==> config.mk <==
export PLATFORM = sky130hd
export DESIGN_NAME = mls_sink
export DESIGN_NICKNAME = d
export VERILOG_FILES = /design/src/rtl/mls_sink.v
export VERILOG_INCLUDE_DIRS = /design/src /design/src/rtl
export SDC_FILE = /design/constraint.sdc
export NUM_CORES = 1
export LEC_CHECK = 0
export BUFFER_PORTS_ARGS = -buffer_cell sky130_fd_sc_hd__clkbuf_2
export CAP_MARGIN = 20
export CORE_MARGIN = 5
export CORE_UTILIZATION = 40
export CTS_CLUSTER_DIAMETER = 30
export CTS_CLUSTER_SIZE = 24
export DETAILED_ROUTE_END_ITERATION = 10
export GPL_TIMING_DRIVEN = 0
export PLACE_DENSITY = 0.68
export SETUP_SLACK_MARGIN = 0.5
export SYNTH_ARGS = -nofsm -noshare
export SYNTH_HDL_FRONTEND = slang
export SYNTH_SLANG_ARGS = --single-unit
export TNS_END_PERCENT = 50
==> constraint.sdc <==
create_clock -name CLK_I -period 2.3 [get_ports CLK_I]
set_input_delay 0.115 -clock CLK_I [delete_from_list [all_inputs] [get_ports CLK_I]]
set_output_delay 0.115 -clock CLK_I [all_outputs]
set_load 0.01 [all_outputs]
==> src/rtl/mls_map.vh <==
// What this block does
// - Compare accepted label bits 3 to 5 against fixed expected code 100.
// - Accept the label after repeated equal frames, flag mismatch against expected.
// - Align on label bits 6 and 7, output a multiframe start pulse.
// - Enter out-of-multiframe on a single error in the bit 6,7 sequence.
// - Enter in-multiframe after four consecutive frames with error-free sequence.
// - When inactive, raise both signal-fail outputs and report no faults.
// - Declare multiframe loss after LOM_CYCLES clocks out of multiframe, set by parameter, not by register.
// - Clear multiframe loss as soon as in-multiframe is re-entered.
// - Report mismatch without trail-fail; loss only without trail-fail and mismatch.
// - Address downstream sinks by K.L.M within the allowed ranges.
// - Bits 6,7 run 01, 10, 11, 00 over the four multiframe frames.
`ifndef MLS_MAP_VH
`define MLS_MAP_VH

// Register byte offsets
`define MLS_CTRL_OFS      8'h00
`define MLS_STATUS_OFS    8'h04
`define MLS_IRQ_STAT_OFS  8'h08
`define MLS_IRQ_MASK_OFS  8'h0c
`define MLS_SINK_SEL_OFS  8'h10

// Field positions
`define MLS_CTRL_ACTIVE_BIT   0
`define MLS_ST_PLM_BIT        0
`define MLS_ST_LOM_BIT        1
`define MLS_ST_INMF_BIT       2
`define MLS_ST_PLMF_BIT       3
`define MLS_ST_LOMF_BIT       4
`define MLS_ST_LABEL_LSB      8
`define MLS_IRQ_PLM_BIT       0
`define MLS_IRQ_LOM_BIT       1
`define MLS_IRQ_UNLOCK_BIT    2
`define MLS_SEL_M_LSB         0
`define MLS_SEL_L_LSB         4
`define MLS_SEL_K_LSB         8

// Reset values
`define MLS_CTRL_RST      1'b0
`define MLS_IRQ_MASK_RST  3'h0
`define MLS_SINK_SEL_RST  7'h00

// Label codes and acceptance
`define MLS_EXPECTED_LABEL 3'h4
`define MLS_ACCEPT_FRAMES  5
`define MLS_ALIGN_FRAMES   4

// Multiframe loss time
`define MLS_LOM_TIME_US    3000
`define MLS_CLK_FREQ_MHZ   250

`endif

==> src/rtl/mls_sink.v <==
`timescale 1ns/1ns
`include "mls_map.vh"

module mls_sink #(
  parameter integer LABEL_POS  = 0,
  parameter integer LOM_CYCLES = `MLS_LOM_TIME_US * `MLS_CLK_FREQ_MHZ
) (
  input  wire        CLK_I,
  input  wire        RST_I,
  // Upstream link, asynchronous to CLK_I
  input  wire        LINK_CK_I,
  input  wire        LINK_D_I,
  input  wire        LINK_FS_I,
  input  wire        INCOMING_TRAIL_FAIL_I,
  // Trail pass-through towards tributary sinks
  output reg         TRAIL_D_O,
  output reg         TRAIL_CK_O,
  output reg         TRAIL_FS_O,
  output wire        GROUP2_SIGNAL_FAIL_OUT_O,
  output wire        GROUP3_SIGNAL_FAIL_OUT_O,
  output reg         MULTIFRAME_START_OUT_O,
  // Selected downstream sink address
  output reg  [1:0]  SINK_K_O,
  output reg  [2:0]  SINK_L_O,
  output reg  [1:0]  SINK_M_O,
  output reg         SINK_SEL_VALID_O,
  // Faults to management
  output wire        LABEL_MISMATCH_FAULT_O,
  output wire        MULTIFRAME_LOSS_FAULT_O,
  output wire        IRQ_O,
  // AXI4-Lite slave
  input  wire [7:0]  S_AXI_AWADDR_I,
  input  wire        S_AXI_AWVALID_I,
  output wire        S_AXI_AWREADY_O,
  input  wire [31:0] S_AXI_WDATA_I,
  input  wire [3:0]  S_AXI_WSTRB_I,
  input  wire        S_AXI_WVALID_I,
  output wire        S_AXI_WREADY_O,
  output reg  [1:0]  S_AXI_BRESP_O,
  output reg         S_AXI_BVALID_O,
  input  wire        S_AXI_BREADY_I,
  input  wire [7:0]  S_AXI_ARADDR_I,
  input  wire        S_AXI_ARVALID_I,
  output wire        S_AXI_ARREADY_O,
  output reg  [31:0] S_AXI_RDATA_O,
  output reg  [1:0]  S_AXI_RRESP_O,
  output reg         S_AXI_RVALID_O,
  input  wire        S_AXI_RREADY_I
);

  localparam ST_HUNT = 1'b0;
  localparam ST_LOCK = 1'b1;

  // Next phase of the four-frame label sequence
  function [1:0] phase_inc;
    input [1:0] ph;
    begin
      phase_inc = ph + 2'd1;
    end
  endfunction

  // K is 1..3 (A..C); L 0 only for group-3, 1..7 for A,B and 1..5 for C
  function klm_valid;
    input [1:0] k;
    input [2:0] l;
    input [1:0] m;
    begin
      klm_valid = (k != 2'd0) &&
                  ((l == 3'd0) ? ((k != 2'd3) && (m == 2'd0)) : !(k == 2'd3 && l > 3'd5));
    end
  endfunction

  // Two-flop synchronisers on every input from the link side
  reg  [3:0]  sync1_reg;
  reg  [3:0]  sync2_reg;
  reg         ck_dly_reg;
  wire        ck_s   = sync2_reg[0];
  wire        d_s    = sync2_reg[1];
  wire        fs_s   = sync2_reg[2];
  wire        tsf_s  = sync2_reg[3];
  wire        ck_rise = ck_s & ~ck_dly_reg;

  always @(posedge CLK_I) begin
    if (RST_I) begin
      sync1_reg  <= 4'h0;
      sync2_reg  <= 4'h0;
      ck_dly_reg <= 1'b0;
    end else begin
      sync1_reg  <= {INCOMING_TRAIL_FAIL_I, LINK_FS_I, LINK_D_I, LINK_CK_I};
      sync2_reg  <= sync1_reg;
      ck_dly_reg <= ck_s;
    end
  end

  // Control registers
  reg         active_reg;
  reg  [2:0]  irq_mask_reg;
  reg  [2:0]  irq_stat_reg;

  // Label extraction: bit counter restarts on the frame start bit
  reg  [15:0] bit_cnt_reg;
  reg  [6:0]  shift_reg;
  wire [15:0] cnt_here = fs_s ? 16'd0 : bit_cnt_reg;
  wire        label_done = ck_rise && (cnt_here == LABEL_POS + 7);
  wire [7:0]  label_byte = {shift_reg, d_s};
  wire [2:0]  label_struct = label_byte[5:3];
  wire [1:0]  label_mf = label_byte[2:1];

  always @(posedge CLK_I) begin
    if (RST_I) begin
      bit_cnt_reg <= 16'd0;
      shift_reg   <= 7'h00;
    end else if (ck_rise) begin
      shift_reg <= {shift_reg[5:0], d_s};
      bit_cnt_reg <= (cnt_here != 16'hffff) ? cnt_here + 16'd1 : cnt_here;  // Saturates
    end
  end

  // Label acceptance over consecutive equal frames
  reg  [2:0]  cand_reg;
  reg  [2:0]  accept_cnt_reg;
  reg  [2:0]  accepted_reg;
  wire        plm_defect = (accepted_reg != `MLS_EXPECTED_LABEL);

  always @(posedge CLK_I) begin
    if (RST_I) begin
      cand_reg       <= 3'h0;
      accept_cnt_reg <= 3'h0;
      accepted_reg   <= 3'h0;
    end else if (label_done) begin
      if (label_struct == cand_reg) begin
        if (accept_cnt_reg >= `MLS_ACCEPT_FRAMES - 1) begin
          accepted_reg <= cand_reg;
        end else begin
          accept_cnt_reg <= accept_cnt_reg + 3'd1;
        end
      end else begin
        cand_reg       <= label_struct;
        accept_cnt_reg <= 3'd1;
      end
    end
  end

  // Multiframe alignment; code 01 marks phase 0, so phase is code minus one
  reg         mf_state_reg;
  reg  [1:0]  exp_ph_reg;
  reg  [2:0]  good_cnt_reg;
  wire [1:0]  rx_ph = label_mf - 2'd1;
  wire        unlock_evt = label_done && mf_state_reg == ST_LOCK && rx_ph != exp_ph_reg;

  always @(posedge CLK_I) begin
    if (RST_I) begin
      mf_state_reg           <= ST_HUNT;
      exp_ph_reg             <= 2'd0;
      good_cnt_reg           <= 3'd0;
      MULTIFRAME_START_OUT_O <= 1'b0;
    end else begin
      MULTIFRAME_START_OUT_O <= 1'b0;
      if (label_done) begin
        exp_ph_reg <= phase_inc(rx_ph);
        case (mf_state_reg)
          ST_LOCK: begin
            if (rx_ph != exp_ph_reg) begin
              mf_state_reg <= ST_HUNT;
              good_cnt_reg <= 3'd1;
            end else if (rx_ph == 2'd0) begin
              MULTIFRAME_START_OUT_O <= 1'b1;
            end
          end
          default: begin
            if (good_cnt_reg == 3'd0 || rx_ph == exp_ph_reg) begin
              if (good_cnt_reg >= `MLS_ALIGN_FRAMES - 1) begin
                mf_state_reg <= ST_LOCK;
                good_cnt_reg <= 3'd0;
                MULTIFRAME_START_OUT_O <= (rx_ph == 2'd0);
              end else begin
                good_cnt_reg <= good_cnt_reg + 3'd1;
              end
            end else begin
              good_cnt_reg <= 3'd1;  // Restart hunt from this frame
            end
          end
        endcase
      end
    end
  end

  // Loss timer runs only while out of multiframe
  reg  [31:0] lom_cnt_reg;
  reg         lom_defect_reg;
  wire        lom_defect = lom_defect_reg & (mf_state_reg == ST_HUNT);  // Gone on lock edge

  always @(posedge CLK_I) begin
    if (RST_I) begin
      lom_cnt_reg    <= 32'd0;
      lom_defect_reg <= 1'b0;
    end else if (mf_state_reg == ST_LOCK) begin
      lom_cnt_reg    <= 32'd0;
      lom_defect_reg <= 1'b0;
    end else if (lom_cnt_reg >= LOM_CYCLES - 1) begin
      lom_defect_reg <= 1'b1;
    end else begin
      lom_cnt_reg <= lom_cnt_reg + 32'd1;
    end
  end

  // Consequent actions and fault correlation
  assign GROUP3_SIGNAL_FAIL_OUT_O = ~active_reg | plm_defect;
  assign GROUP2_SIGNAL_FAIL_OUT_O = ~active_reg | plm_defect | lom_defect;
  assign LABEL_MISMATCH_FAULT_O  = active_reg & plm_defect & ~tsf_s;
  assign MULTIFRAME_LOSS_FAULT_O = active_reg & lom_defect & ~tsf_s & ~plm_defect;

  // Trail pass-through, registered only to align with the fail flags
  always @(posedge CLK_I) begin
    if (RST_I) begin
      TRAIL_D_O  <= 1'b0;
      TRAIL_CK_O <= 1'b0;
      TRAIL_FS_O <= 1'b0;
    end else begin
      TRAIL_D_O  <= d_s;
      TRAIL_CK_O <= ck_s;
      TRAIL_FS_O <= fs_s;
    end
  end

  // Fault edges and multiframe unlock events feed the interrupt status
  reg         plm_fault_dly_reg;
  reg         lom_fault_dly_reg;
  wire [2:0]  irq_event = {unlock_evt & active_reg, MULTIFRAME_LOSS_FAULT_O & ~lom_fault_dly_reg,
                           LABEL_MISMATCH_FAULT_O & ~plm_fault_dly_reg};

  always @(posedge CLK_I) begin
    if (RST_I) begin
      plm_fault_dly_reg <= 1'b0;
      lom_fault_dly_reg <= 1'b0;
    end else begin
      plm_fault_dly_reg <= LABEL_MISMATCH_FAULT_O;
      lom_fault_dly_reg <= MULTIFRAME_LOSS_FAULT_O;
    end
  end

  assign IRQ_O = |(irq_stat_reg & irq_mask_reg);

  // AXI4-Lite write channel: address and data latched in either order
  reg         aw_held_reg;
  reg         w_held_reg;
  reg  [7:0]  aw_addr_reg;
  reg  [31:0] w_data_reg;
  reg  [3:0]  w_strb_reg;
  wire        do_write = aw_held_reg & w_held_reg & ~S_AXI_BVALID_O;
  wire        wr_lane0 = w_strb_reg[0];
  wire        wr_lane1 = w_strb_reg[1];
  wire        wr_hit = (aw_addr_reg == `MLS_CTRL_OFS) || (aw_addr_reg == `MLS_STATUS_OFS) ||
                       (aw_addr_reg == `MLS_IRQ_STAT_OFS) || (aw_addr_reg == `MLS_IRQ_MASK_OFS) ||
                       (aw_addr_reg == `MLS_SINK_SEL_OFS);
  wire [2:0]  irq_clr = (do_write && aw_addr_reg == `MLS_IRQ_STAT_OFS && wr_lane0) ?
                        w_data_reg[2:0] : 3'h0;

  assign S_AXI_AWREADY_O = ~aw_held_reg;
  assign S_AXI_WREADY_O  = ~w_held_reg;

  always @(posedge CLK_I) begin
    if (RST_I) begin
      aw_held_reg    <= 1'b0;
      w_held_reg     <= 1'b0;
      aw_addr_reg    <= 8'h00;
      w_data_reg     <= 32'h0;
      w_strb_reg     <= 4'h0;
      S_AXI_BVALID_O <= 1'b0;
      S_AXI_BRESP_O  <= 2'b00;
    end else begin
      if (S_AXI_AWVALID_I && !aw_held_reg) begin
        aw_held_reg <= 1'b1;
        aw_addr_reg <= {S_AXI_AWADDR_I[7:2], 2'b00};
      end
      if (S_AXI_WVALID_I && !w_held_reg) begin
        w_held_reg <= 1'b1;
        w_data_reg <= S_AXI_WDATA_I;
        w_strb_reg <= S_AXI_WSTRB_I;
      end
      if (do_write) begin
        aw_held_reg    <= 1'b0;
        w_held_reg     <= 1'b0;
        S_AXI_BVALID_O <= 1'b1;
        S_AXI_BRESP_O  <= wr_hit ? 2'b00 : 2'b10;
      end else if (S_AXI_BVALID_O && S_AXI_BREADY_I) begin
        S_AXI_BVALID_O <= 1'b0;
      end
    end
  end

  // Register writes; status is read-only, interrupt bits clear on one
  always @(posedge CLK_I) begin
    if (RST_I) begin
      active_reg       <= `MLS_CTRL_RST;
      irq_mask_reg     <= `MLS_IRQ_MASK_RST;
      irq_stat_reg     <= 3'h0;
      SINK_M_O         <= 2'd0;
      SINK_L_O         <= 3'd0;
      SINK_K_O         <= 2'd0;
      SINK_SEL_VALID_O <= 1'b0;
    end else begin
      // A new event in the clearing cycle survives the clear
      irq_stat_reg <= (irq_stat_reg & ~irq_clr) | irq_event;
      SINK_SEL_VALID_O <= klm_valid(SINK_K_O, SINK_L_O, SINK_M_O);
      if (do_write && aw_addr_reg == `MLS_CTRL_OFS && wr_lane0) begin
        active_reg <= w_data_reg[`MLS_CTRL_ACTIVE_BIT];
      end
      if (do_write && aw_addr_reg == `MLS_IRQ_MASK_OFS && wr_lane0) begin
        irq_mask_reg <= w_data_reg[2:0];
      end
      if (do_write && aw_addr_reg == `MLS_SINK_SEL_OFS) begin
        if (wr_lane0) begin
          SINK_M_O <= w_data_reg[`MLS_SEL_M_LSB +: 2];
          SINK_L_O <= w_data_reg[`MLS_SEL_L_LSB +: 3];
        end
        if (wr_lane1) begin
          SINK_K_O <= w_data_reg[`MLS_SEL_K_LSB +: 2];
        end
      end
    end
  end

  // Read channel: answer one cycle after the address is taken
  reg  [31:0] rd_word;
  reg         rd_hit;

  assign S_AXI_ARREADY_O = ~S_AXI_RVALID_O;

  always @* begin
    rd_word = 32'h0;
    rd_hit  = 1'b1;
    if ({S_AXI_ARADDR_I[7:2], 2'b00} == `MLS_CTRL_OFS) begin
      rd_word[`MLS_CTRL_ACTIVE_BIT] = active_reg;
    end else if ({S_AXI_ARADDR_I[7:2], 2'b00} == `MLS_STATUS_OFS) begin
      rd_word[`MLS_ST_PLM_BIT]  = plm_defect;
      rd_word[`MLS_ST_LOM_BIT]  = lom_defect;
      rd_word[`MLS_ST_INMF_BIT] = mf_state_reg;
      rd_word[`MLS_ST_PLMF_BIT] = LABEL_MISMATCH_FAULT_O;
      rd_word[`MLS_ST_LOMF_BIT] = MULTIFRAME_LOSS_FAULT_O;
      rd_word[`MLS_ST_LABEL_LSB +: 3] = accepted_reg;
    end else if ({S_AXI_ARADDR_I[7:2], 2'b00} == `MLS_IRQ_STAT_OFS) begin
      rd_word[2:0] = irq_stat_reg;
    end else if ({S_AXI_ARADDR_I[7:2], 2'b00} == `MLS_IRQ_MASK_OFS) begin
      rd_word[2:0] = irq_mask_reg;
    end else if ({S_AXI_ARADDR_I[7:2], 2'b00} == `MLS_SINK_SEL_OFS) begin
      rd_word[`MLS_SEL_M_LSB +: 2] = SINK_M_O;
      rd_word[`MLS_SEL_L_LSB +: 3] = SINK_L_O;
      rd_word[`MLS_SEL_K_LSB +: 2] = SINK_K_O;
    end else begin
      rd_hit = 1'b0;
    end
  end

  always @(posedge CLK_I) begin
    if (RST_I) begin
      S_AXI_RVALID_O <= 1'b0;
      S_AXI_RDATA_O  <= 32'h0;
      S_AXI_RRESP_O  <= 2'b00;
    end else if (S_AXI_ARVALID_I && !S_AXI_RVALID_O) begin
      S_AXI_RVALID_O <= 1'b1;
      S_AXI_RDATA_O  <= rd_word;
      S_AXI_RRESP_O  <= rd_hit ? 2'b00 : 2'b10;
    end else if (S_AXI_RVALID_O && S_AXI_RREADY_I) begin
      S_AXI_RVALID_O <= 1'b0;
    end
  end

endmodule // mls_sink

[Yosys cells after proc, flatten, opt, wreduce, memory -nomap -nowiden]
Cells that the tools add are included.
Operators by class
  $lt $le $gt $ge: 4
  add/sub/neg operators: 6
  reductions and logical operators: 46
  eq/ne operators: 18
  bitwise gates (word level): 31
  muxes and demuxes: 49
Operator list (count)
  $mux 3: 13
  $add 32x1->32 const B: 1
  $ge 32x20->1 const B: 1
  $mux 16: 2
  $eq 6x2->1 const B: 4
  $mux 1: 24
  $logic_and 1x1->1: 18
  $mux 2: 9
  $add 16x1->16 const B: 1
  $eq 16x3->1 const B: 1
  $ne 16x16->1 const B: 1
  $not 1->1: 13
  $and 1x1->1: 12
  $eq 6x1->1 const B: 2
  $eq 6x3->1 const B: 2
  $reduce_and 2->1: 5
  $logic_not 8->1: 1
  $add 3x1->3 const B: 2
  $and 3x3->3: 2
  $logic_not 3->1: 2
  $logic_not 6->1: 1
  $mux 6: 1
  $reduce_bool 2->1: 3
  $reduce_or 2->1: 3
  20 further kinds: 30
Storage, ports and cells
  register bits after elaboration: 134
  input port bits: 63
  word-level logic and storage cells: 189
  output and inout port bits: 58

[Depth between registers and ports, before layout]
Gate-level depths: netlist of run 1.
  depth in word-level cells: 8
  mapped depth: 9
  gate-level depth less buffers: 7

[Worst setup path after synthesis of run 1]
Ideal clock, no wire load.
  path kind: reg2reg
  from: register sync2_reg[2]
  to: register bit_cnt_reg[9]
  slack: 0.289 ns
  cell stages (with the launch flop): 10
  period minus slack after synthesis: 2.011 ns
  buffers on the path: 2
  data arrival time: 1.882 ns
  data required time: 2.172 ns
  library setup time: 0.128 ns
  path through: dfxtp_1 buf_6 nor2b_1 ha_1 and4_1 and3_1 buf_2 or4_1 nand4_1 o31ai_1
On the way
  longest elaborated chain between the ends: 3
  elaborated cells on any way between the ends: 4
  those cells by class: add/sub (1); eq/ne (1); mux (2)
RTL lines
  start, declared: line mls_sink.v:75  | reg [3:0] sync2_reg;
  start signal, assigned: line mls_sink.v:90  | sync2_reg <= sync1_reg;
  $mux 16 (*): line mls_sink.v:103  | wire [15:0] cnt_here = fs_s ? 16'd0 : bit_cnt_reg;
  $add 16x1->16 or $ne 16x16->1 (tied branches): line mls_sink.v:115  | bit_cnt_reg <= (cnt_here != 16'hffff) ? cnt_here + 16'd1 : cnt_here;
  $mux 16 (*): line mls_sink.v:115
  end signal, assigned: line mls_sink.v:115
  end, declared: line mls_sink.v:101  | reg [15:0] bit_cnt_reg;
Mark *: on every way between the ends. The rest lies on a longest branch, timed or not.
A chain may end at the register's enable or synchronous reset.

[Final worst setup path of run 1]
Same ends and word-level chain as after synthesis.

==> impl_table.tex, run 1 <==
\begin{tabular}{lr}
\hline
Metric & Value \\
\hline
\multicolumn{2}{l}{\textbf{CTS}} \\
TritonCTS clock tree & done \\
Number of buffers between clock root and the deepest sink & 2 \\
H-tree depth reported by CTS & 4 \\
Number of buffers inserted during clock tree synthesis & 17 \\
CTS root buf & sky130\_fd\_sc\_hd\_\_clkbuf\_16 \\
Clock tree sinks & 130 \\
Clock transition at the register clock pins on the worst setup and hold paths after CTS & 0.06 ns \\
Clock insertion delay at the later pin of the skew report & 0.43 ns \\
\multicolumn{2}{l}{\textbf{STA}} \\
RSZ-0062 raised after global routing & yes \\
Final-report max-slew violation count & 0 \\
Period utilisation layout & 82.8\% \\
Worst Skew & 0.0106 ns \\
Setup\_tns & 0 ns \\
Clock period minus final worst setup slack & 1.90 ns \\
Actual slew at the worst max-slew pin & 0.705 ns \\
Max-slew headroom at the worst pin & 53.0\% \\
Fmax & 525 MHz \\
Fin. Hold Viols & 0 \\
Final hold slack & 0.0220 ns \\
Final-report setup violation count & 0 \\
\multicolumn{2}{l}{\textbf{Finish}} \\
Most frequent standard cell in the layout excluding fill and tap cells & sky130\_fd\_sc\_hd\_\_dfxtp\_1 \\
Final core utilization & 55.3\% \\
FF/Latch Area & 0.00261 mm² \\
Share of post-route cells with drive strength above 1 & 27.8\% \\
Max FFs per register & 32 \\
NumNets Final & 915 \\
Area of the multi-input gates & 0.00321 mm² \\
Commonest cells after routing, fill and taps aside & sky130\_fd\_sc\_hd\_\_dfxtp\_1, sky130\_fd\_sc\_hd\_\_nand2\_1, sky130\_fd\_sc\_hd\_\_clkbuf\_2 \\
Area growth, synth to finish & 37.0\% \\
Fill cell total of the finished layout & 1292 \\
\multicolumn{2}{l}{\textbf{Critical path}} \\
Library cell appearing most often on the critical path & sky130\_fd\_sc\_hd\_\_buf\_4 \\
Number of cells on the critical path & 9 \\
Register-to-Register Path Depth & 9 \\
Highest-delay cell along the critical path & sky130\_fd\_sc\_hd\_\_or4\_4 \\
Slowest stage delay, CP & 0.42 ns \\
Crit. End Element & register \\
Classification of the worst setup path & register to register \\
Buffering stage count on the worst path with inverters included & 4 \\
Required time worst endpoint & 2.59 ns \\
CP Launch Type & register \\
Peak fanout along the critical path & 8 \\
Critical-path cell list & buf\_6 > buf\_4 > buf\_4 > and4b\_1 > and3\_4 > buf\_8 > or4\_4 > nand4\_1 > o31ai\_1 \\
Category of cells accounting for the largest share of critical-path delay & simple AND/OR/NAND/NOR gates \\
Endpoint arrival time on the critical path & 2.20 ns \\
\multicolumn{2}{l}{\textbf{Floorplanning}} \\
Die Width & 131 µm \\
I/O Pins & 121 \\
Number of placement rows & 44 \\
Core area & 0.0144 mm² \\
Area enclosed by the die boundary & 0.0171 mm² \\
Vert. Die Dim & 131 µm \\
Initial core utilization & 40.4\% \\
\multicolumn{2}{l}{\textbf{Job}} \\
Maxcap violations & 0 \\
\multicolumn{2}{l}{\textbf{Detailed routing}} \\
Pre-Repair DR Iteration Count & 5 \\
Routed Wire Length & 15.8 mm \\
Starting DRC count in detailed routing & 507 \\
Count of nets left with antenna violations after detail routing & 0 \\
Avg WL per Cell & 15.2 µm \\
Vias per Instance & 5.31 \\
Vias after detailed routing & 5531 \\
Number of design rule violations left after detail routing & 0 \\
\multicolumn{2}{l}{\textbf{Pwr}} \\
Cell area power density & 657 mW/mm² \\
Cell-internal power & 3.91 mW \\
Max IR drop VDD & 0.000524 V \\
Net switching fraction of the power & 25.4\% \\
Leakage & 3.25 nW \\
Net switching power & 1.33 mW \\
Combinational fraction of design power & 6.2\% \\
Share of total power in the clock network & 49.5\% \\
Power share of the sequential group & 44.3\% \\
\multicolumn{2}{l}{\textbf{Place}} \\
Final RePlAce weighted congestion & 0.853 \\
Post-detailed-placement half-perimeter wirelength & 10.2 mm \\
IO buf count & 65 \\
\multicolumn{2}{l}{\textbf{Min path}} \\
Count of cells along the worst hold path & 3 \\
Worst hold path class & input pin to register \\
\multicolumn{2}{l}{\textbf{Yosys}} \\
Average instance area after synthesis & 8.64 µm² \\
Most common flop cell mapped by yosys & sky130\_fd\_sc\_hd\_\_dfxtp\_1 \\
Post-Synthesis Cells & 674 \\
Number of enable-type register cells in the synthesized netlist & 0 \\
Share of the yosys chip area belonging to registers & 44.7\% \\
Async set-or-reset flop fraction in the synthesized netlist & 0\% \\
Number of storage elements in the synthesis netlist & 130 \\
Synth warn & 0 \\
Post-synthesis instance area & 0.00582 mm² \\
Number of library cell types mapped by synthesis & 57 \\
\multicolumn{2}{l}{\textbf{Global routing}} \\
Initial antenna violation count & 0 \\
Global-route wire length before repair & 24.8 mm \\
Via count of the first global-routing pass & 5126 \\
Pin count of the biggest net entering global routing & 17 \\
Global-route total usage across every layer & 18.3\% \\
Overall overflow remaining after global route & 0 \\
\multicolumn{2}{l}{\textbf{Status}} \\
Result of the run & finished clean \\
\hline
\end{tabular}
==> metal layers <==
| metal | global-route usage [%] | part of all wire [%] |
|---|---|---|
| met4 | 6.23 | 2.5 |
| met3 | 5.65 | 7.2 |
| met2 | 29.5 | 47 |
| met5 | 0 | 0 |
| met1 | 23.4 | 43 |
==> path summary, 6_finish.rpt <==
| path | endpoint | startpoint | slack [ns] |
|---|---|---|---|
| setup / recovery | bit_cnt_reg[9]$_SDFFE_PP0P_ | sync2_reg[2]$_SDFF_PP0_ | 0.40 |
| hold / removal | S_AXI_RVALID_O$_SDFFE_PP0P_ | S_AXI_RREADY_I | 0.02 |
| setup reg to reg | bit_cnt_reg[9]$_SDFFE_PP0P_ | sync2_reg[2]$_SDFF_PP0_ | 0.40 |
| hold reg to reg | sync2_reg[0]$_SDFF_PP0_ | sync1_reg[0]$_SDFF_PP0_ | 0.44 |
==> what timing repair did <==
item,CTS,global route
pin swaps,16,28
buffers inserted,22,12
gates cloned,1,5
endpoints found under the setup margin,63,59
hold endpoints to repair,23,0
hold buffers,23,0
resized for setup,39,58
==> tightest hold or removal path, stage by stage <==
cell and delay, ns:
sky130_fd_sc_hd__clkbuf_2 0.07, sky130_fd_sc_hd__nand2b_1 0.12, sky130_fd_sc_hd__a21oi_1 0.08
==> synth_stat cells, types with 2 or more instances <==
cell | number | area share [%]
sky130_fd_sc_hd__a211oi_1 | 10 | 1.3
sky130_fd_sc_hd__a21oi_1 | 57 | 4.9
sky130_fd_sc_hd__a222oi_1 | 4 | 0.69
sky130_fd_sc_hd__a22oi_1 | 4 | 0.52
sky130_fd_sc_hd__a31oi_1 | 3 | 0.32
sky130_fd_sc_hd__and2_1 | 17 | 1.8
sky130_fd_sc_hd__and3_1 | 5 | 0.54
sky130_fd_sc_hd__and4_1 | 6 | 0.90
sky130_fd_sc_hd__and4b_1 | 4 | 0.69
sky130_fd_sc_hd__buf_1 | 2 | 0.13
sky130_fd_sc_hd__buf_2 | 7 | 0.60
sky130_fd_sc_hd__buf_4 | 25 | 3.2
sky130_fd_sc_hd__clkbuf_1 | 21 | 1.4
sky130_fd_sc_hd__dfxtp_1 | 130 | 45
sky130_fd_sc_hd__ha_1 | 8 | 1.7
sky130_fd_sc_hd__inv_1 | 23 | 1.5
sky130_fd_sc_hd__mux2_2 | 2 | 0.39
sky130_fd_sc_hd__mux2i_1 | 26 | 4.5
sky130_fd_sc_hd__nand2_1 | 73 | 4.7
sky130_fd_sc_hd__nand2b_1 | 6 | 0.64
sky130_fd_sc_hd__nand3_1 | 26 | 2.2
sky130_fd_sc_hd__nand3b_1 | 2 | 0.26
sky130_fd_sc_hd__nand4_1 | 17 | 1.8
sky130_fd_sc_hd__nor2_1 | 61 | 3.9
sky130_fd_sc_hd__nor2b_1 | 17 | 1.8
sky130_fd_sc_hd__nor3_1 | 13 | 1.1
sky130_fd_sc_hd__nor3b_1 | 3 | 0.39
sky130_fd_sc_hd__nor3b_2 | 2 | 0.43
sky130_fd_sc_hd__nor4_1 | 9 | 0.97
sky130_fd_sc_hd__o211ai_1 | 2 | 0.26
sky130_fd_sc_hd__o21a_1 | 2 | 0.26
sky130_fd_sc_hd__o21ai_0 | 21 | 1.8
sky130_fd_sc_hd__o31ai_1 | 9 | 1.2
sky130_fd_sc_hd__o41ai_1 | 2 | 0.30
sky130_fd_sc_hd__or3_1 | 14 | 1.5
sky130_fd_sc_hd__or4_1 | 6 | 0.77
sky130_fd_sc_hd__xnor2_1 | 2 | 0.30
sky130_fd_sc_hd__xor2_1 | 14 | 2.1
==> logic make-up after synthesis <==
kind of cell             count (synthesis)  synth area share, %
adder cells (fa/ha/maj)                  8                 1.72
AO/OA/AOI/OAI                          125                 13.5
other                                    1               0.0644
flip-flops                             130                 44.7
multiplexers                            28                 4.86
buffers and inverters                   79                 6.98
XOR/XNOR                                16                 2.41
AND/OR/NAND/NOR                        287                 25.8
==> metrics by stage <==
| stage | worst slack [ns] | std cells | cell area [µm²] | total power, mW |
|---|---|---|---|---|
| 2_1_floorplan | 0.503 | 697 | 5940 | 2.54 |
| 3_3_place_gp | 0.178 | 946 | 6490 | 2.63 |
| 3_5_place_dp | 0.163 | 946 | 6490 | 2.63 |
| 4_1_cts | 0.358 | 1024 | 7630 | 5.25 |
| 5_1_grt | 0.273 | 1041 | 7970 | 5.42 |
| 6_report | 0.395 | 1042 | 7970 | 5.24 |
==> final cells by class <==
type	count	area share, %
multi-input cells	489	40.2
flip-flops and latches	130	32.8
repair buffers	127	11.0
clock buffers	19	5.68
plain buffers	56	4.85
well taps	184	2.89
clock inverters	13	1.44
inverters	23	1.11
diodes	1	0.0314
==> power groups by stage <==
stage	combinational, mW	sequential, mW	clock, mW
6_report	0.324	2.32	2.59
3_3_place_gp	0.266	2.37	0
2_1_floorplan	0.176	2.36	0
3_5_place_dp	0.266	2.37	0
5_1_grt	0.357	2.33	2.74
4_1_cts	0.311	2.32	2.62
Power figures use the tool's default switching activity.
==> run 2, diff against run 1 <==
--- a/config.mk
+++ b/config.mk
@@ -14,7 +14,7 @@
 export CTS_CLUSTER_SIZE = 24
 export DETAILED_ROUTE_END_ITERATION = 10
 export GPL_TIMING_DRIVEN = 0
-export PLACE_DENSITY = 0.68
+export PLACE_DENSITY = 0.71
 export SETUP_SLACK_MARGIN = 0.5
 export SYNTH_ARGS = -nofsm -noshare
 export SYNTH_HDL_FRONTEND = slang
==> constraint.sdc (replaced) <==
create_clock -name CLK_I -period 1.6 [get_ports CLK_I]
set_input_delay 0.08 -clock CLK_I [delete_from_list [all_inputs] [get_ports CLK_I]]
set_output_delay 0.08 -clock CLK_I [all_outputs]
set_load 0.01 [all_outputs]
==> impl_table.tex, run 2 (synthesis gave the netlist of run 1 again) <==
\begin{tabular}{lr}
\hline
Metric & Value \\
\hline
\multicolumn{2}{l}{\textbf{Finish}} \\
Antenna fix cells & 0 \\
Max FFs per register & 32 \\
Commonest cells after routing, fill and taps aside & sky130\_fd\_sc\_hd\_\_dfxtp\_1, sky130\_fd\_sc\_hd\_\_clkbuf\_2, sky130\_fd\_sc\_hd\_\_nand2\_1, sky130\_fd\_sc\_hd\_\_buf\_4, sky130\_fd\_sc\_hd\_\_nor2\_1 \\
NumNets Final & 941 \\
Area growth, synth to finish & 49.4\% \\
Most frequent standard cell in the layout excluding fill and tap cells & sky130\_fd\_sc\_hd\_\_dfxtp\_1 \\
Share of post-route cells with drive strength above 1 & 38.9\% \\
\multicolumn{2}{l}{\textbf{Critical path}} \\
CP Launch Type & register \\
Buffering stage count on the worst path with inverters included & 2 \\
Slowest stage delay, CP & 0.35 ns \\
Highest-delay cell along the critical path & sky130\_fd\_sc\_hd\_\_a311o\_1 \\
Category of cells accounting for the largest share of critical-path delay & simple AND/OR/NAND/NOR gates \\
Worst reg-to-reg setup slack & -0.33 ns \\
Crit. End Element & register \\
Critical-path cell list & buf\_6 > nor2b\_4 > ha\_4 > and4\_4 > and3\_4 > buf\_8 > nand2\_4 > a311o\_1 > a31oi\_1 \\
Classification of the worst setup path & register to register \\
Peak fanout along the critical path & 7 \\
Startpoint of the worst-slack reg-to-reg timing path & sync2\_reg[2]\$\_SDFF\_PP0\_ \\
End of the worst register-to-register path & bit\_cnt\_reg[4]\$\_SDFFE\_PP0P\_ \\
Number of cells on the critical path & 9 \\
Register-to-Register Path Depth & 9 \\
Required time worst endpoint & 1.94 ns \\
Endpoint arrival time on the critical path & 2.27 ns \\
\multicolumn{2}{l}{\textbf{CTS}} \\
Clock transition at the register clock pins on the worst setup and hold paths after CTS & 0.06 ns \\
Number of buffers inserted during clock tree synthesis & 17 \\
Clock tree sinks & 130 \\
TritonCTS clock tree & done \\
CTS root buf & sky130\_fd\_sc\_hd\_\_clkbuf\_16 \\
H-tree depth reported by CTS & 4 \\
Number of buffers between clock root and the deepest sink & 2 \\
Clock insertion delay at the later pin of the skew report & 0.42 ns \\
\multicolumn{2}{l}{\textbf{Global routing}} \\
Initial antenna violation count & 0 \\
Global-route wire length before repair & 25.7 mm \\
Via count of the first global-routing pass & 5241 \\
Global-route total usage across every layer & 19.0\% \\
Overall overflow remaining after global route & 0 \\
Pin count of the biggest net entering global routing & 17 \\
\multicolumn{2}{l}{\textbf{Pwr}} \\
Leakage & 3.54 nW \\
Cell area power density & 889 mW/mm² \\
Total power & 7.73 mW \\
Max IR drop VDD & 0.00119 V \\
\multicolumn{2}{l}{\textbf{Floorplanning}} \\
Number of placement rows & 44 \\
Core area & 0.0144 mm² \\
Initial core utilization & 40.4\% \\
Area enclosed by the die boundary & 0.0171 mm² \\
I/O Pins & 121 \\
Vert. Die Dim & 131 µm \\
Die Width & 131 µm \\
\multicolumn{2}{l}{\textbf{STA}} \\
RSZ-0062 raised after global routing & yes \\
Final-report setup violation count & 52 \\
Final WS setup & -0.335 ns \\
Max-slew headroom at the worst pin & 49.9\% \\
Final-report max-slew violation count & 0 \\
Actual slew at the worst max-slew pin & 0.751 ns \\
Worst Skew & 0.00644 ns \\
Period utilisation layout & 121\% \\
Clock period minus final worst setup slack & 1.93 ns \\
Fin. Hold Viols & 0 \\
Fmax & 517 MHz \\
\multicolumn{2}{l}{\textbf{Place}} \\
IO buf count & 65 \\
Post-Place Worst Slack & -0.419 ns \\
Final RePlAce weighted congestion & 0.862 \\
Post-detailed-placement half-perimeter wirelength & 10.1 mm \\
\multicolumn{2}{l}{\textbf{Status}} \\
Result of the run & complete, but fails checks \\
Violated checks & negative setup slack \\
\multicolumn{2}{l}{\textbf{Detailed routing}} \\
Count of nets left with antenna violations after detail routing & 0 \\
Pre-Repair DR Iteration Count & 6 \\
Avg WL per Cell & 16.0 µm \\
Vias per Instance & 5.33 \\
Starting DRC count in detailed routing & 498 \\
Routed Wire Length & 17.0 mm \\
Vias after detailed routing & 5662 \\
Number of design rule violations left after detail routing & 0 \\
\multicolumn{2}{l}{\textbf{Min path}} \\
Worst hold path class & input pin to register \\
Hold path endpoint & S\_AXI\_RRESP\_O[1]\$\_SDFFE\_PP0P\_ \\
Start point of the worst min-delay path & S\_AXI\_ARADDR\_I[4] \\
Count of cells along the worst hold path & 3 \\
\multicolumn{2}{l}{\textbf{Job}} \\
Maxcap violations & 0 \\
\hline
\end{tabular}
==> run 2: metrics by stage <==
stage               utilization (%)  TNS [ns]  hold WS [ns]  instance area [µm²]  std cells
finish                         60.3    -10.17        0.0393                 8700       1063
global route                   60.3    -14.97        0.0448                 8700       1063
CTS                            56.9    -10.36        0.0252                 8210       1041
detailed placement             45.8    -14.73         0.296                 6610        946
global placement               45.8    -13.39         0.293                 6610        946
floorplan                         -     -2.46         0.208                 6050        697
==> run 2: area by class of cell <==
type                    count  area, µm²
well taps                 184        230
clock inverters             9        135
plain buffers              56        418
fillers                  1136       5730
clock buffers              19        443
multi-input cells         489       3520
inverters                  23       86.3
flip-flops and latches    130       2650
repair buffers            153       1200
==> run 2: worst max path at each step <==
stage	startpoint	endpoint	slack, ns
CTS	sync2_reg[2]$_SDFF_PP0_	good_cnt_reg[2]$_SDFFE_PP0P_	-0.35
global route	sync2_reg[2]$_SDFF_PP0_	good_cnt_reg[1]$_SDFFE_PP0P_	-0.43
finish	sync2_reg[2]$_SDFF_PP0_	bit_cnt_reg[4]$_SDFFE_PP0P_	-0.33
detailed placement	sync2_reg[2]$_SDFF_PP0_	good_cnt_reg[1]$_SDFFE_PP0P_	-0.42
global placement	S_AXI_RVALID_O$_SDFFE_PP0P_	S_AXI_RDATA_O[9]$_SDFFE_PP0P_	-0.40
floorplan	sync2_reg[2]$_SDFF_PP0_	good_cnt_reg[1]$_SDFFE_PP0P_	-0.20
==> run 2: power by group <==
part	internal (mW)	switching [mW]	total, mW
Combinational	0.245	0.280	0.525
Sequential	3.30	0.0506	3.35
Clock	2.46	1.40	3.86
Total	6.00	1.73	7.73
==> run 2: worst min-delay path: stages <==
cell	delay, ns
sky130_fd_sc_hd__clkbuf_2	0.14
sky130_fd_sc_hd__o21ai_0	0.09
sky130_fd_sc_hd__a221oi_1	0.07
==> run 2: timing repair <==
item	in CTS	in global routing
setup endpoints to repair	111	118
cloned	5	0
hold endpoints to repair	24	0
gates resized for setup	106	100
buffers inserted	38	22
hold buffers	24	0
pin swaps	52	64
==> run 2: metal layers <==
metal / GRT usage [%] / up-vias / part of all wire, %
li1: - / 2731 / -
met1: 24.5 / 2668 / 42
met2: 30.6 / 213 / 50
met3: 4.67 / 50 / 5.5
met4: 7.38 / 0 / 2.7
met5: 0 / - / 0
==> run 3, diff against run 2 <==
--- a/config.mk
+++ b/config.mk
@@ -6,15 +6,16 @@
 export SDC_FILE = /design/constraint.sdc
 export NUM_CORES = 1
 export LEC_CHECK = 0
+export ABC_AREA = 1
 export BUFFER_PORTS_ARGS = -buffer_cell sky130_fd_sc_hd__clkbuf_2
 export CAP_MARGIN = 20
 export CORE_MARGIN = 5
-export CORE_UTILIZATION = 40
+export CORE_UTILIZATION = 50
 export CTS_CLUSTER_DIAMETER = 30
 export CTS_CLUSTER_SIZE = 24
 export DETAILED_ROUTE_END_ITERATION = 10
 export GPL_TIMING_DRIVEN = 0
-export PLACE_DENSITY = 0.71
+export PLACE_DENSITY = 0.83
 export SETUP_SLACK_MARGIN = 0.5
 export SYNTH_ARGS = -nofsm -noshare
 export SYNTH_HDL_FRONTEND = slang
==> impl_table.tex, run 3 <==
\begin{tabular}{lr}
\hline
Metric & Value \\
\hline
\multicolumn{2}{l}{\textbf{Status}} \\
Violated checks & negative setup slack \\
Result of the run & complete, but fails checks \\
\multicolumn{2}{l}{\textbf{Detailed routing}} \\
Avg WL per Cell & 20.3 µm \\
Count of nets left with antenna violations after detail routing & 0 \\
Number of design rule violations left after detail routing & 0 \\
Routed Wire Length & 25.8 mm \\
Pre-Repair DR Iteration Count & 7 \\
Starting DRC count in detailed routing & 1129 \\
Vias after detailed routing & 7659 \\
Vias per Instance & 6.04 \\
\multicolumn{2}{l}{\textbf{Floorplanning}} \\
Number of placement rows & 41 \\
Vert. Die Dim & 123 µm \\
I/O Pins & 121 \\
Initial core utilization & 50.9\% \\
Die Width & 123 µm \\
Area enclosed by the die boundary & 0.0152 mm² \\
Core area & 0.0126 mm² \\
\multicolumn{2}{l}{\textbf{Yosys}} \\
Synth top cells by count & sky130\_fd\_sc\_hd\_\_nand2\_1, sky130\_fd\_sc\_hd\_\_dfxtp\_1, sky130\_fd\_sc\_hd\_\_nor2\_1 \\
Share of the yosys chip area belonging to registers & 40.7\% \\
Cell types occupying the most area after synthesis & sky130\_fd\_sc\_hd\_\_dfxtp\_1, sky130\_fd\_sc\_hd\_\_nand2\_1, sky130\_fd\_sc\_hd\_\_nor2\_1 \\
Cell accounting for the most synthesized area & sky130\_fd\_sc\_hd\_\_dfxtp\_1 \\
Post-Synthesis Cells & 904 \\
Async set-or-reset flop fraction in the synthesized netlist & 0\% \\
Most common flop cell mapped by yosys & sky130\_fd\_sc\_hd\_\_dfxtp\_1 \\
Number of storage elements in the synthesis netlist & 130 \\
Fraction of synthesized cell area taken by the top area cell type & 40.7\% \\
Most common cell in the netlist & sky130\_fd\_sc\_hd\_\_nand2\_1 \\
Average instance area after synthesis & 7.08 µm² \\
Number of library cell types mapped by synthesis & 39 \\
Post-synthesis instance area & 0.00640 mm² \\
Synth warn & 0 \\
Number of enable-type register cells in the synthesized netlist & 0 \\
\multicolumn{2}{l}{\textbf{Critical path}} \\
Peak fanout along the critical path & 7 \\
Classification of the worst setup path & register to register \\
Launching instance or port of the critical path & sync2\_reg[2]\$\_SDFF\_PP0\_ \\
Register-to-Register Path Depth & 10 \\
Destination of the critical timing path & good\_cnt\_reg[1]\$\_SDFFE\_PP0P\_ \\
Startpoint of the worst-slack reg-to-reg timing path & sync2\_reg[2]\$\_SDFF\_PP0\_ \\
Critical-path cell list & buf\_8 > nor2\_4 > ha\_4 > nand2\_4 > nor2\_4 > nand3\_4 > buf\_8 > nor2\_4 > o21ai\_0 > nor2\_1 \\
Highest-delay cell along the critical path & sky130\_fd\_sc\_hd\_\_dfxtp\_2 \\
Worst reg-to-reg setup slack & -0.22 ns \\
CP Launch Type & register \\
End of the worst register-to-register path & good\_cnt\_reg[1]\$\_SDFFE\_PP0P\_ \\
Required time worst endpoint & 1.94 ns \\
Slowest stage delay, CP & 0.33 ns \\
Crit. End Element & register \\
Endpoint arrival time on the critical path & 2.16 ns \\
Library cell appearing most often on the critical path & sky130\_fd\_sc\_hd\_\_nor2\_4 \\
\multicolumn{2}{l}{\textbf{STA}} \\
Final-report setup violation count & 54 \\
Actual slew at the worst max-slew pin & 0.817 ns \\
Fmax & 549 MHz \\
Final hold slack & 0.0229 ns \\
Clock period minus final worst setup slack & 1.82 ns \\
Final WS setup & -0.220 ns \\
Worst Skew & 0.0137 ns \\
Fin. Hold Viols & 0 \\
Final-report max-slew violation count & 0 \\
Setup\_tns & -5.11 ns \\
Max-slew headroom at the worst pin & 45.5\% \\
RSZ-0062 raised after global routing & yes \\
Period utilisation layout & 114\% \\
\multicolumn{2}{l}{\textbf{Global routing}} \\
Global-route wire length before repair & 31.2 mm \\
Initial antenna violation count & 0 \\
Via count of the first global-routing pass & 6750 \\
Pin count of the biggest net entering global routing & 17 \\
Global-route total usage across every layer & 25.8\% \\
Overall overflow remaining after global route & 0 \\
\multicolumn{2}{l}{\textbf{Place}} \\
Post-place instance area & 0.00719 mm² \\
IO buf count & 66 \\
Final RePlAce weighted congestion & 0.918 \\
Post-detailed-placement half-perimeter wirelength & 11.3 mm \\
Post-Place Worst Slack & -0.224 ns \\
Placed cells & 1165 \\
\multicolumn{2}{l}{\textbf{Finish}} \\
NumNets Final & 1153 \\
Most frequent standard cell in the layout excluding fill and tap cells & sky130\_fd\_sc\_hd\_\_nand2\_1 \\
Final cell count without fillers & 1267 \\
Fill cell total of the finished layout & 713 \\
Share of post-route cells with drive strength above 1 & 38.6\% \\
Antenna fix cells & 0 \\
Area growth, synth to finish & 47.4\% \\
Post-Layout Inst Area & 0.00943 mm² \\
Max FFs per register & 32 \\
Final core utilization & 75.1\% \\
Commonest cells after routing, fill and taps aside & sky130\_fd\_sc\_hd\_\_nand2\_1, sky130\_fd\_sc\_hd\_\_dfxtp\_1, sky130\_fd\_sc\_hd\_\_nor2\_1 \\
\multicolumn{2}{l}{\textbf{CTS}} \\
Clock insertion delay at the later pin of the skew report & 0.43 ns \\
CTS root buf & sky130\_fd\_sc\_hd\_\_clkbuf\_16 \\
TritonCTS clock tree & done \\
Number of buffers between clock root and the deepest sink & 2 \\
Clock tree sinks & 130 \\
Clock transition at the register clock pins on the worst setup and hold paths after CTS & 0.06 ns \\
H-tree depth reported by CTS & 4 \\
Number of buffers inserted during clock tree synthesis & 17 \\
\multicolumn{2}{l}{\textbf{Pwr}} \\
Max IR drop VDD & 0.000668 V \\
Cell area power density & 880 mW/mm² \\
Total power & 8.30 mW \\
Leakage & 3.95 nW \\
\multicolumn{2}{l}{\textbf{Job}} \\
Maxcap violations & 0 \\
\multicolumn{2}{l}{\textbf{Min path}} \\
Worst hold path class & input pin to register \\
\hline
\end{tabular}
==> run 3: changes by cell type in the layout (fill, tap and decap cells not counted), moves of 16 or more <==
cell | previous run | this run
sky130_fd_sc_hd__inv_1 | 21 | 89
sky130_fd_sc_hd__nand2_1 | 65 | 124
sky130_fd_sc_hd__nor2_1 | 59 | 98
sky130_fd_sc_hd__nand3_1 | 16 | 45
sky130_fd_sc_hd__nor2_4 | 1 | 30
sky130_fd_sc_hd__mux2i_1 | 25 | 0
sky130_fd_sc_hd__a21oi_2 | 15 | 39
sky130_fd_sc_hd__nand2_2 | 6 | 25
sky130_fd_sc_hd__o21ai_2 | 2 | 19
sky130_fd_sc_hd__nand3_2 | 8 | 24
==> run 3: routing by layer <==
layer | part of all wire, % | vias up | track usage [%] | wire [µm]
met1 | 33 | 3504 | 27.7 | 8550
met4 | 8.7 | 0 | 15.6 | 2240
li1 | - | 3225 | - | -
met5 | 0 | - | 0 | 0
met3 | 10 | 255 | 6.82 | 2650
met2 | 48 | 675 | 45.3 | 12300
==> run 3: repair_timing <==
action                     4_1_cts  5_1_grt
hold endpoints to repair        24        0
hold buffers                    24        0
resized for setup              138      165
setup buffers                   23       19
pin swaps                       56       76
setup endpoints to repair      110      125
cloned                           3        1
==> run 3: critical path, delay by kind of cell (launching register included) <==
family | cells | cell delay, ns
AO/OA/AOI/OAI | 1 | 0.10
adder cells (fa/ha/maj) | 1 | 0.18
buffers and inverters | 2 | 0.30
flip-flops | 1 | 0.33
AND/OR/NAND/NOR | 6 | 0.83
==> run 3: final cells by class <==
cell class	count	area (µm²)	area share (%)
buffer	51	407	4.31
clock inverter	8	124	1.31
inverter	115	462	4.89
clock buffer	24	502	5.32
multi-input combinational	632	4030	42.7
tap	172	215	2.28
sequential	130	2640	28.0
timing repair buffer	135	1050	11.1
==> run 3: worst min path at each step <==
stage                     depth (start not counted)  slack [ns]             from                             to
after detailed placement                          3        0.28        LINK_FS_I        sync1_reg[2]$_SDFF_PP0_
after global placement                            3        0.28        LINK_FS_I        sync1_reg[2]$_SDFF_PP0_
final                                             4        0.02            RST_I    lom_cnt_reg[0]$_SDFFE_PP0N_
after global routing                              4        0.03            RST_I    lom_cnt_reg[0]$_SDFFE_PP0N_
after floorplan                                   2        0.19        LINK_CK_I        sync1_reg[0]$_SDFF_PP0_
after CTS                                         4        0.02  S_AXI_ARVALID_I  S_AXI_RDATA_O[4]$_SDFFE_PP0P_
==> run 3: logic make-up (layout without fill, tap and decap cells) <==
family / Yosys count / in the layout / share of synthesized area [%]
DFF: 130 / 130 / 40.7
and+or+nand+nor: 411 / 412 / 29.3
other: 1 / 24 / 0.0586
adders and majority gates: 8 / 8 / 1.56
buffers and inverters: 166 / 333 / 11.9
AOI/OAI and AO/OA: 165 / 165 / 13.3
xor gates and xnor gates: 23 / 23 / 3.15
==> run 3: power breakdown <==
group / internal (mW) / leakage, nW / total, mW / switching, mW
clock: 2.66 / 0.302 / 4.16 / 1.50
combinational: 0.298 / 2.58 / 0.757 / 0.459
sequential: 3.31 / 1.07 / 3.39 / 0.0726
